**src/core/svrw_pkg.sv**
```systemverilog
// Constants for the supervisor reset and watchdog block
package svrw_pkg;
    // Special function register addresses
    localparam logic [7:0] SVRW_PWR_CTRL_ADDR = 8'h87;
    localparam logic [7:0] SVRW_RELOAD_ADDR = 8'hA6;
    localparam logic [7:0] SVRW_KEY_ADDR = 8'hAE;
    // Field positions and values
    localparam int SVRW_LSR_OFF_BIT = 5;
    localparam int SVRW_RELOAD_MSB = 6;
    localparam logic [7:0] SVRW_RELOAD_MAX = 8'h7E;
    localparam logic [7:0] SVRW_KEY_DISABLE = 8'h55;
    localparam logic [7:0] SVRW_KEY_RESET = 8'h00;
    localparam logic [7:0] SVRW_PWR_CTRL_RESET = 8'h00;
    // Watchdog geometry
    localparam int SVRW_WDT_WIDTH = 22;
    localparam int SVRW_RELOAD_WIDTH = 7;
    localparam logic [21:0] SVRW_WDT_TERMINAL = 22'h3FFFFF;
    // Timing
    localparam int SVRW_OSC_PER_MC = 12;
    localparam int SVRW_CLK_MHZ = 250;
    localparam int SVRW_LSR_HOLD_MS = 10;
    localparam int SVRW_LSR_HOLD_CYCLES = SVRW_LSR_HOLD_MS * SVRW_CLK_MHZ * 1000;
    localparam int SVRW_WDT_PULSE_EXP = 15;
    localparam int SVRW_WDT_PULSE_CYCLES = SVRW_OSC_PER_MC * (2 ** SVRW_WDT_PULSE_EXP);
    localparam int SVRW_STRETCH_WIDTH = 22;
endpackage : svrw_pkg

```
**src/core/svrw_stretch.sv**
```systemverilog
// Pulse stretcher: holds its output for a count of cycles after the trigger falls
`timescale 1ns/10ps
module svrw_stretch #(
    parameter int WIDTH = 22,
    parameter int HOLD_CYCLES = 16
) (
    // Clock and reset
    input wire logic clock_i,
    input wire logic rst_n_i,
    // Trigger and stretched level
    input wire logic trigger_i,
    output logic active_o
);
    logic [WIDTH-1:0] count_r;
    logic [WIDTH-1:0] count_nxt;
    logic active_nxt;

    generate
        if (HOLD_CYCLES < 1 || HOLD_CYCLES >= (2 ** WIDTH)) begin : g_bad_hold
            $error("svrw_stretch: hold count does not fit");
        end
    endgenerate

    always_comb begin
        count_nxt = count_r;
        if (trigger_i) begin
            count_nxt = WIDTH'(HOLD_CYCLES);
        end else if (count_r != '0) begin
            count_nxt = count_r - 1'b1;
        end
        active_nxt = trigger_i || (count_r > WIDTH'(1));
    end

    always_ff @(posedge clock_i or negedge rst_n_i) begin
        if (!rst_n_i) begin
            count_r <= '0;
            active_o <= 1'b0;
        end else begin
            count_r <= count_nxt;
            active_o <= active_nxt;
        end
    end
endmodule : svrw_stretch

```
**src/core/svrw_top.sv**
```systemverilog
// Supervisor reset combiner with machine-cycle watchdog
//
// What this block does
// Any reset source (pin, low supply, watchdog) asserts one internal reset.
// The internal reset goes to the companion module as active low.
// At power-up the pin must be held low at least 1 ms.
// Low-supply reset stays asserted 10 ms after the low condition ends.
// Low-supply reset enabled by default; software may disable it later.
// Power control bit 5 at address 87, high disables low-supply reset.
// Low-supply reset keeps working in idle and power-down.
// Watchdog is a 22-bit counter, plus one per machine cycle when enabled.
// A machine cycle is twelve oscillator periods.
// Watchdog overflow past the terminal count generates internal reset.
// Reload write 00..7E loads the seven top counter bits, rest cleared.
// Reload bit 7 is reserved; only bits 6..0 are used.
// Only key 55 disables the watchdog; any other value keeps it on.
// Watchdog runs with no software enabling action.
// Watchdog is enabled after power-up and every reset.
// Watchdog and reset logic keep running in idle.
// Idle software should wake periodically to service the watchdog.
// Timeout is 12 x 2^22 oscillator periods; reset pulse 12 x 2^15 (the code holds reset 12 x 2^15 - 1 cycles).
// Internal reset clears the counter and returns the key to 00.
`timescale 1ns/10ps
module svrw_top
    import svrw_pkg::*;
#(
    parameter int LSR_HOLD_CYCLES = svrw_pkg::SVRW_LSR_HOLD_CYCLES,
    parameter int WDT_PULSE_CYCLES = svrw_pkg::SVRW_WDT_PULSE_CYCLES
) (
    // Clock and power-on reset
    input wire logic clock_i,
    input wire logic rst_n_i,
    // Reset sources
    input wire logic ext_reset_n_i,
    input wire logic low_supply_i,
    // Low-power state of the core
    input wire logic idle_i,
    input wire logic power_down_i,
    // Special function register port
    input wire logic [7:0] sfr_addr_i,
    input wire logic [7:0] sfr_wdata_i,
    input wire logic sfr_we_i,
    input wire logic sfr_re_i,
    output logic [7:0] sfr_rdata_o,
    // Reset outputs
    output logic core_reset_o,
    output logic companion_reset_n_o,
    output logic guard_overflow_o
);
    import svrw_pkg::*;

    generate
        // Pulse stretcher is loaded with one less than the pulse length
        if (LSR_HOLD_CYCLES < 1 || WDT_PULSE_CYCLES < 2) begin : g_bad_count
            $error("svrw_top: stretch counts too small");
        end
    endgenerate

    function automatic logic sfr_hit(input logic [7:0] addr, input logic [7:0] reg_addr);
        sfr_hit = (addr == reg_addr);
    endfunction : sfr_hit

    // Register state
    logic [SVRW_WDT_WIDTH-1:0] guard_count_r;
    logic [SVRW_WDT_WIDTH-1:0] guard_count_nxt;
    logic [3:0] mc_div_r;
    logic [3:0] mc_div_nxt;
    logic [7:0] guard_disable_key_r;
    logic [7:0] guard_disable_key_nxt;
    logic low_supply_reset_off_r;
    logic low_supply_reset_off_nxt;
    logic [7:0] rdata_nxt;
    logic internal_reset_nxt;
    logic overflow_nxt;
    logic mc_tick;
    logic guard_enabled;
    logic lsr_active;
    logic wdt_reset_active;

    // Low-supply detection, stretched by the hold time after the condition clears
    svrw_stretch #(
        .WIDTH(SVRW_STRETCH_WIDTH),
        .HOLD_CYCLES(LSR_HOLD_CYCLES)
    ) u_lsr_stretch (
        .clock_i(clock_i),
        .rst_n_i(rst_n_i),
        .trigger_i(low_supply_i && !low_supply_reset_off_r),
        .active_o(lsr_active)
    );

    // Watchdog reset pulse, fixed length after overflow
    svrw_stretch #(
        .WIDTH(SVRW_STRETCH_WIDTH),
        .HOLD_CYCLES(WDT_PULSE_CYCLES - 1)
    ) u_wdt_stretch (
        .clock_i(clock_i),
        .rst_n_i(rst_n_i),
        .trigger_i(guard_overflow_o),
        .active_o(wdt_reset_active)
    );

    // Machine-cycle prescaler; oscillator is taken as stopped in power-down
    always_comb begin
        mc_div_nxt = mc_div_r;
        mc_tick = 1'b0;
        if (core_reset_o) begin
            mc_div_nxt = '0;
        end else if (!power_down_i) begin
            if (mc_div_r == 4'(SVRW_OSC_PER_MC - 1)) begin
                mc_div_nxt = '0;
                mc_tick = 1'b1;
            end else begin
                mc_div_nxt = mc_div_r + 4'h1;
            end
        end
    end

    // Enabled unless the key matches; idle does not stop it
    assign guard_enabled = (guard_disable_key_r != SVRW_KEY_DISABLE);

    always_comb begin
        guard_count_nxt = guard_count_r;
        overflow_nxt = 1'b0;
        guard_disable_key_nxt = guard_disable_key_r;
        low_supply_reset_off_nxt = low_supply_reset_off_r;
        if (core_reset_o) begin
            guard_count_nxt = '0;
            guard_disable_key_nxt = SVRW_KEY_RESET;
            low_supply_reset_off_nxt = SVRW_PWR_CTRL_RESET[SVRW_LSR_OFF_BIT];
        end else begin
            if (sfr_we_i && sfr_hit(sfr_addr_i, SVRW_KEY_ADDR)) begin
                guard_disable_key_nxt = sfr_wdata_i;
            end
            if (sfr_we_i && sfr_hit(sfr_addr_i, SVRW_PWR_CTRL_ADDR)) begin
                low_supply_reset_off_nxt = sfr_wdata_i[SVRW_LSR_OFF_BIT];
            end
            // Service write beats a same-cycle increment
            if (sfr_we_i && sfr_hit(sfr_addr_i, SVRW_RELOAD_ADDR)
                && ({1'b0, sfr_wdata_i[SVRW_RELOAD_MSB:0]} <= SVRW_RELOAD_MAX)) begin
                guard_count_nxt = {sfr_wdata_i[SVRW_RELOAD_MSB:0], 15'h0000};
            end else if (guard_enabled && mc_tick) begin
                if (guard_count_r == SVRW_WDT_TERMINAL) begin
                    guard_count_nxt = '0;
                    overflow_nxt = 1'b1;
                end else begin
                    guard_count_nxt = guard_count_r + 22'h000001;
                end
            end
        end
    end

    // Combined reset; the pin is taken as already synchronous
    assign internal_reset_nxt = !ext_reset_n_i || lsr_active || wdt_reset_active;

    always_comb begin
        rdata_nxt = sfr_rdata_o;
        if (sfr_re_i) begin
            rdata_nxt = 8'h00;
            if (sfr_hit(sfr_addr_i, SVRW_KEY_ADDR)) begin
                rdata_nxt = guard_disable_key_r;
            end else if (sfr_hit(sfr_addr_i, SVRW_PWR_CTRL_ADDR)) begin
                rdata_nxt[SVRW_LSR_OFF_BIT] = low_supply_reset_off_r;
            end else if (sfr_hit(sfr_addr_i, SVRW_RELOAD_ADDR)) begin
                // Top bits of the live count, reserved bit reads zero
                rdata_nxt = {1'b0, guard_count_r[SVRW_WDT_WIDTH-1 -: SVRW_RELOAD_WIDTH]};
            end
        end
    end

    always_ff @(posedge clock_i or negedge rst_n_i) begin
        if (!rst_n_i) begin
            guard_count_r <= '0;
            mc_div_r <= '0;
            guard_disable_key_r <= SVRW_KEY_RESET;
            low_supply_reset_off_r <= SVRW_PWR_CTRL_RESET[SVRW_LSR_OFF_BIT];
            sfr_rdata_o <= 8'h00;
            core_reset_o <= 1'b1;
            companion_reset_n_o <= 1'b0;
            guard_overflow_o <= 1'b0;
        end else begin
            guard_count_r <= guard_count_nxt;
            mc_div_r <= mc_div_nxt;
            guard_disable_key_r <= guard_disable_key_nxt;
            low_supply_reset_off_r <= low_supply_reset_off_nxt;
            sfr_rdata_o <= rdata_nxt;
            core_reset_o <= internal_reset_nxt;
            companion_reset_n_o <= !internal_reset_nxt;
            guard_overflow_o <= overflow_nxt;
        end
    end

    // Idle only halts the core; nothing here depends on it
    logic idle_unused;
    assign idle_unused = idle_i;
endmodule : svrw_top

```
**config.mk**
```make
export PLATFORM = sky130hd
export DESIGN_NAME = svrw_top
export DESIGN_NICKNAME = d
export VERILOG_FILES = /design/src/core/svrw_pkg.sv /design/src/core/svrw_stretch.sv /design/src/core/svrw_top.sv
export SDC_FILE = /design/constraint.sdc
export NUM_CORES = 1
export LEC_CHECK = 0
export ABC_AREA = 1
export ABC_CLOCK_PERIOD_IN_PS = 1800
export CAP_MARGIN = 20
export CORE_MARGIN = 1
export CORE_UTILIZATION = 30
export DETAILED_ROUTE_END_ITERATION = 10
export DONT_BUFFER_PORTS = 1
export GPL_TIMING_DRIVEN = 0
export PLACE_DENSITY = 0.49
export SETUP_SLACK_MARGIN = 0.02
export SYNTH_ARGS = -nofsm -noshare
export SYNTH_HDL_FRONTEND = slang
export SYNTH_SLANG_ARGS = --single-unit
```
**constraint.sdc**
```tcl
create_clock -name clock_i -period 1.8 [get_ports clock_i]
set_clock_uncertainty 0.05 [all_clocks]
set_input_delay 0.54 -clock clock_i [delete_from_list [all_inputs] [get_ports clock_i]]
set_output_delay 0.54 -clock clock_i [all_outputs]
set_load 0.05 [all_outputs]
```
[Word level (Yosys, flattened, before mapping)]
Cells that the tools add are included.
Word-level totals
  word-level logic and storage cells: 73
  input bits: 24
  register bits after elaboration: 92
  output and inout bits: 11
Operators by class
  mux-type cells: 27
  $lt $le $gt $ge: 3
  add/subtract/negate cells: 4
  equality and inequality tests: 7
  reductions and logical operators: 20
Operator list (number)
  two-way mux 22 bit: 8
  greater-than comparator 22 x 1 -> 1 bit, second input constant: 2
  nonzero test 22 bit: 2
  subtractor 22 x 1 -> 22 bit, second input constant: 2
  equality test 8 bit, second input constant: 3
  two-way mux 8 bit: 3
  adder 22 x 1 -> 22 bit, second input constant: 1
  equality test 22 bit, second input constant: 1
  two-way mux 4 bit: 3
  two-way mux 1 bit: 10
  inequality test 8 x 7 -> 1 bit, second input constant: 1
  nonzero test 2 bit: 4
  less-or-equal comparator 7 bit, second input constant: 1
  two-way mux 7 bit: 1
  logical AND 1 bit: 6
  two-way mux 5 bit: 1
  adder 4 x 1 -> 4 bit, second input constant: 1
  equality test 4 bit, second input constant: 1
  logical OR 1 bit: 4
  logical NOT 1 bit: 3
  nonzero test 3 bit: 1
  two-way mux 2 bit: 1
  inequality test 2 x 1 -> 1 bit, second input constant: 1

[Depth between registers and ports, before layout]
  depth in word-level cells: 8
  depth in mapped cells: 11
  gate-level depth less buffers: 11

[Cells and area by module]
From an unflattened synthesis, not the netlist that was laid out.
Second synthesis, totals
  cells, all modules: 817
  area total of the unflattened synthesis: 5874.4 µm²
By module, submodules not included
  svrw_top: area each 2969.1 µm², seq. area each 1152.4 µm², cells an instance 424, instances 1
  svrw_stretch (u_lsr_stretch): area each 1495.2 µm², seq. area each 575.6 µm², cells an instance 198, instances 1
  svrw_stretch (u_wdt_stretch): area each 1410.1 µm², seq. area each 575.6 µm², cells an instance 195, instances 1

[Worst setup path after synthesis]
OpenSTA, ideal clock, no wires.
  path type: reg-to-reg
  from: register u_lsr_stretch.count_r[0]
  to: register u_lsr_stretch.count_r[7]
  arrival time: 1.549 ns
  data required time: 1.628 ns
  clock period less this slack: 1.721 ns
  path slack: 0.079 ns
  stages on the path, launching flop included: 12
  library setup time: 0.122 ns
  buffers on the path: 0
  cells stage by stage: dfrtp_1 inv_1 ha_1 nand2_2 clkinv_2 nand2_4 nor2_8 nand2_4 nor2_8 inv_4 o31ai_1 inv_2
Between the ends
  longest elaborated chain between the ends: 3
  elaborated cells on any way between the ends: 5
  those cells by class: 1 x add/sub; 2 x mux; 2 x reduce/logical
RTL lines
  start, declared: RTL line svrw_stretch.sv:14  | logic [WIDTH-1:0] count_r;
  start signal, assigned: RTL line svrw_stretch.sv:39  | count_r <= count_nxt;
  subtractor 22 x 1 -> 22 bit: RTL line svrw_stretch.sv:29  | count_nxt = count_r - 1'b1;
  two-way mux 22 bit: RTL line svrw_stretch.sv:28  | end else if (count_r != '0) begin
  two-way mux 22 bit: RTL line svrw_stretch.sv:26  | if (trigger_i) begin
Parallel ways exist; a longest one is shown, timed or not. The select of a mux whose other input is x is not followed.
A chain may end at the register's enable or synchronous reset.

[Worst setup path in the final report]
  from: register core_reset_o
  to: register guard_count_r[11]
Between the ends
  longest elaborated chain between the ends: 3
  elaborated cells on any way between the ends: 4
  those cells by class: 2 x mux; 2 x reduce/logical
RTL lines
  start, declared: RTL line svrw_top.sv:46  | output logic core_reset_o,
  start signal, assigned: RTL line svrw_top.sv:186  | core_reset_o <= internal_reset_nxt;
  two-way mux 1 bit: RTL line svrw_top.sv:106  | if (core_reset_o) begin
  logical AND 1 bit: RTL line svrw_top.sv:141  | end else if (guard_enabled && mc_tick) begin
  nonzero test 3 bit (no source line)
  end signal, assigned: RTL line svrw_top.sv:181  | guard_count_r <= guard_count_nxt;
  end, declared: RTL line svrw_top.sv:64  | logic [SVRW_WDT_WIDTH-1:0] guard_count_r;
Parallel ways exist; a longest one is shown, timed or not.

==> results.tsv <==
metric	value	unit
Die ar.	0.0195	sq mm
CTS tree	done	
Core ar.	0.0183	sq mm
DP Wirelength	11200	microns
P_sw	1.00	mW
Setup TNS	0	ns
share of cells above drive strength 1	0.161	
largest net degree at the start of global routing	93	
# diodes	0	
Avg Vias per Cell	4.81	
WL/cell	14.7	microns
area grow syn2layout	18.1	%
synth warn	0	
Required @ worst endpoint	1.99	ns
Max Cap Viol	0	
Pre-antenna DRT Iters	5	
initial antenna violation count	0	
GRT Residual Overflow	0	
Rows	49	
status	finished, violations left	
die height	140	microns
HP Class	primary input to asynchronous set/reset pin	
CTS Root Cell	clkbuf_16	
Period minus WS final	1.75	ns
post-synthesis mux area share	0	
final slew viol count	0	
VDD IR-drop max	0.000448	V
Final Setup Violations	0	
RSZ-0062 raised after global routing	yes	
port bufs	0	
clock group share of total power	0.441	
Worst Tran Pin Value	0.665	ns
Iter 0 DRT Violations	264	
H-tree level count	3	
achievable frequency	572	MHz
CP Capture Type	flop	
worst rel slew slack	0.557	
Post-Synth Adder-Cell Area	0.0132	
WL final	15500	microns
most frequent cells in the layout	nand2_1, nor2_1, inv_1, dfrtp_1, nand3_1	
final core utilization	0.367	
clk_lat worst skew	0.35	ns
Die W	140	microns
multi-input logic area	0.00307	sq mm
DRT antenna net count	0	
Synth cell types	46	
Post-Synthesis Net Count	818	
sinks on the clock net	92	
FF+latch area	0.00231	sq mm
share of Yosys cell area claimed by the top area cell type	0.401	
post-synthesis compound-gate area fraction	0.0740	
CTS clock-pin slew for the worst setup and hold paths	0.07	ns
Crit Path Class	flop to flop	
sequential share of power	0.506	
cell count after synthesis	788	
most common cell after layout, fill and taps aside	nand2_1	
Seq cells post-synth	92	
sw frac	0.240	
top post-synthesis cells by area	dfrtp_1, nand2_1, nor2_1, inv_1, nand3_1	
crit path DAT	1.94	ns
TritonCTS Buffers	9	
first-pass GRT wire length	25500	microns
Synth Area in XOR/XNOR	0.0416	
post-synth top area cell	dfrtp_1	
Hold Vio Cnt, Final	91	
Clock Tree Buf Depth	2	
fin nets	852	
DRC Markers	0	
Initial Util	0.311	
cell area after synthesis	0.00568	sq mm
Tcrit/Tclk final	0.972	
crit start category	flop	
Top Ports	35	
Pwr Density	624	mW/mm^2
sequential element share of the synthesized area	0.406	
# fillers	1917	
violated checks	negative hold slack	
Min Hold Slack	-0.169	ns
vias in the first global route	4926	
Simple-Gate Fraction of Synth Area	0.375	
largest family of logic cells by synthesized area	simple AND/OR/NAND/NOR gates	
P_leak	3.27	nW
Comb power frac	0.053	
worst-path fanout max	7	
syn_area_per_cell	7.21	sq um
Cell Int Power	3.18	mW
GPL Wtd Cong	0.888	
total number of vias	5076	
gr usage total	0.165	
==> flip-flops by register name, summed over array words and instances (netlist names), 4 cells and up <==
signal	flops
sfr_rdata_o	8
u_wdt_stretch.count_r	22
guard_count_r	22
mc_div_r	4
guard_disable_key_r	8
u_lsr_stretch.count_r	22
==> critical path, cell delays in order, from the launching register on <==
cell	delay, ns
dfstp_4	0.79
inv_6	0.07
nand2_4	0.07
nor2_4	0.04
o21ai_4	0.08
nand3_4	0.19
clkbuf_16	0.21
nand4_1	0.08
nand2_1	0.05
==> kinds of logic (layout without fill, tap and decap cells) <==
group                      count (synthesis)  in the layout
and+or+nand+nor                          463            463
buffers and inverters                    130            169
DFF                                       92             92
AOI/OAI and AO/OA                         70             70
xor gates and xnor gates                  27             27
adders and majority gates                  6              6
==> layout make-up <==
cell class,instances,area share
buffer,17,0.0168
clock buffer,13,0.0388
clock inverter,3,0.00317
inverter,113,0.0647
multi-input combinational,566,0.457
sequential,92,0.344
tap,229,0.0427
timing repair buffer,23,0.0328
==> final timing paths <==
check	from	end	slack, ns	cells after the start
max in group asynchronous	rst_n_i	core_reset_o$_DFF_PN1_	1.63	0
min in group clock_i	sfr_wdata_i[7]	guard_disable_key_r[7]$_DFFE_PN0P_	0.29	2
setup / recovery	core_reset_o$_DFF_PN1_	guard_count_r[11]$_DFFE_PN0P_	0.05	8
hold / removal	rst_n_i	sfr_rdata_o[0]$_DFFE_PN0P_	-0.17	0
setup reg to reg	core_reset_o$_DFF_PN1_	guard_count_r[11]$_DFFE_PN0P_	0.05	8
hold reg to reg	u_wdt_stretch.active_o$_DFF_PN0_	companion_reset_n_o$_DFF_PN0_	0.42	1
==> per-stage QoR <==
stage	setup slack (ns)	cell area [sq um]	cells	power, mW	hold slack [ns]
6_report	0.0505	6710	1056	4.18	-0.169
5_1_grt	-0.0248	6710	1056	4.36	-0.191
4_1_cts	0.0194	6400	1042	4.24	-0.182
3_5_place_dp	-0.300	5970	1017	2.36	0.197
3_3_place_gp	-0.285	5970	1017	2.36	0.197
2_1_floorplan	0.0793	5680	788	2.31	0.194
==> metal layers <==
layer	track usage	vias up	wire length (microns)
met1	0.228	2374	7690
met4	0.0567	0	263
met2	0.259	75	7020
met5	0	-	0
li1	-	2610	-
met3	0.0310	17	514
==> repair_timing <==
action	CTS	global route
gates resized for setup	17	48
setup buffers	9	12
endpoints found under the setup margin	73	56
cloned	0	2
hold endpoints to repair	92	92
pin swaps	5	16
==> synthesized netlist by cell type, drive strengths merged <==
| cell type | n |
|---|---|
| a2111o | 1 |
| a211oi | 1 |
| a21boi | 2 |
| a21oi | 6 |
| a31oi | 3 |
| and3 | 1 |
| buf | 10 |
| clkbuf | 7 |
| clkinv | 2 |
| dfrtp | 91 |
| dfstp | 1 |
| ha | 6 |
| inv | 111 |
| nand2 | 199 |
| nand3 | 67 |
| nand3b | 5 |
| nand4 | 36 |
| nor2 | 126 |
| nor3 | 22 |
| nor4 | 2 |
| o211ai | 3 |
| o21ai | 37 |
| o21bai | 1 |
| o22ai | 10 |
| o31ai | 6 |
| or2 | 5 |
| xnor2 | 4 |
| xor2 | 23 |
==> power groups by stage <==
stage	combinational (mW)	sequential, mW	clock, mW
detailed placement	0.199	2.16	0
finish	0.220	2.12	1.85
global placement	0.199	2.16	0
CTS	0.212	2.12	1.91
global route	0.246	2.12	2.00
floorplan	0.154	2.15	0
Note: power is estimated with default switching activity, not from simulation.
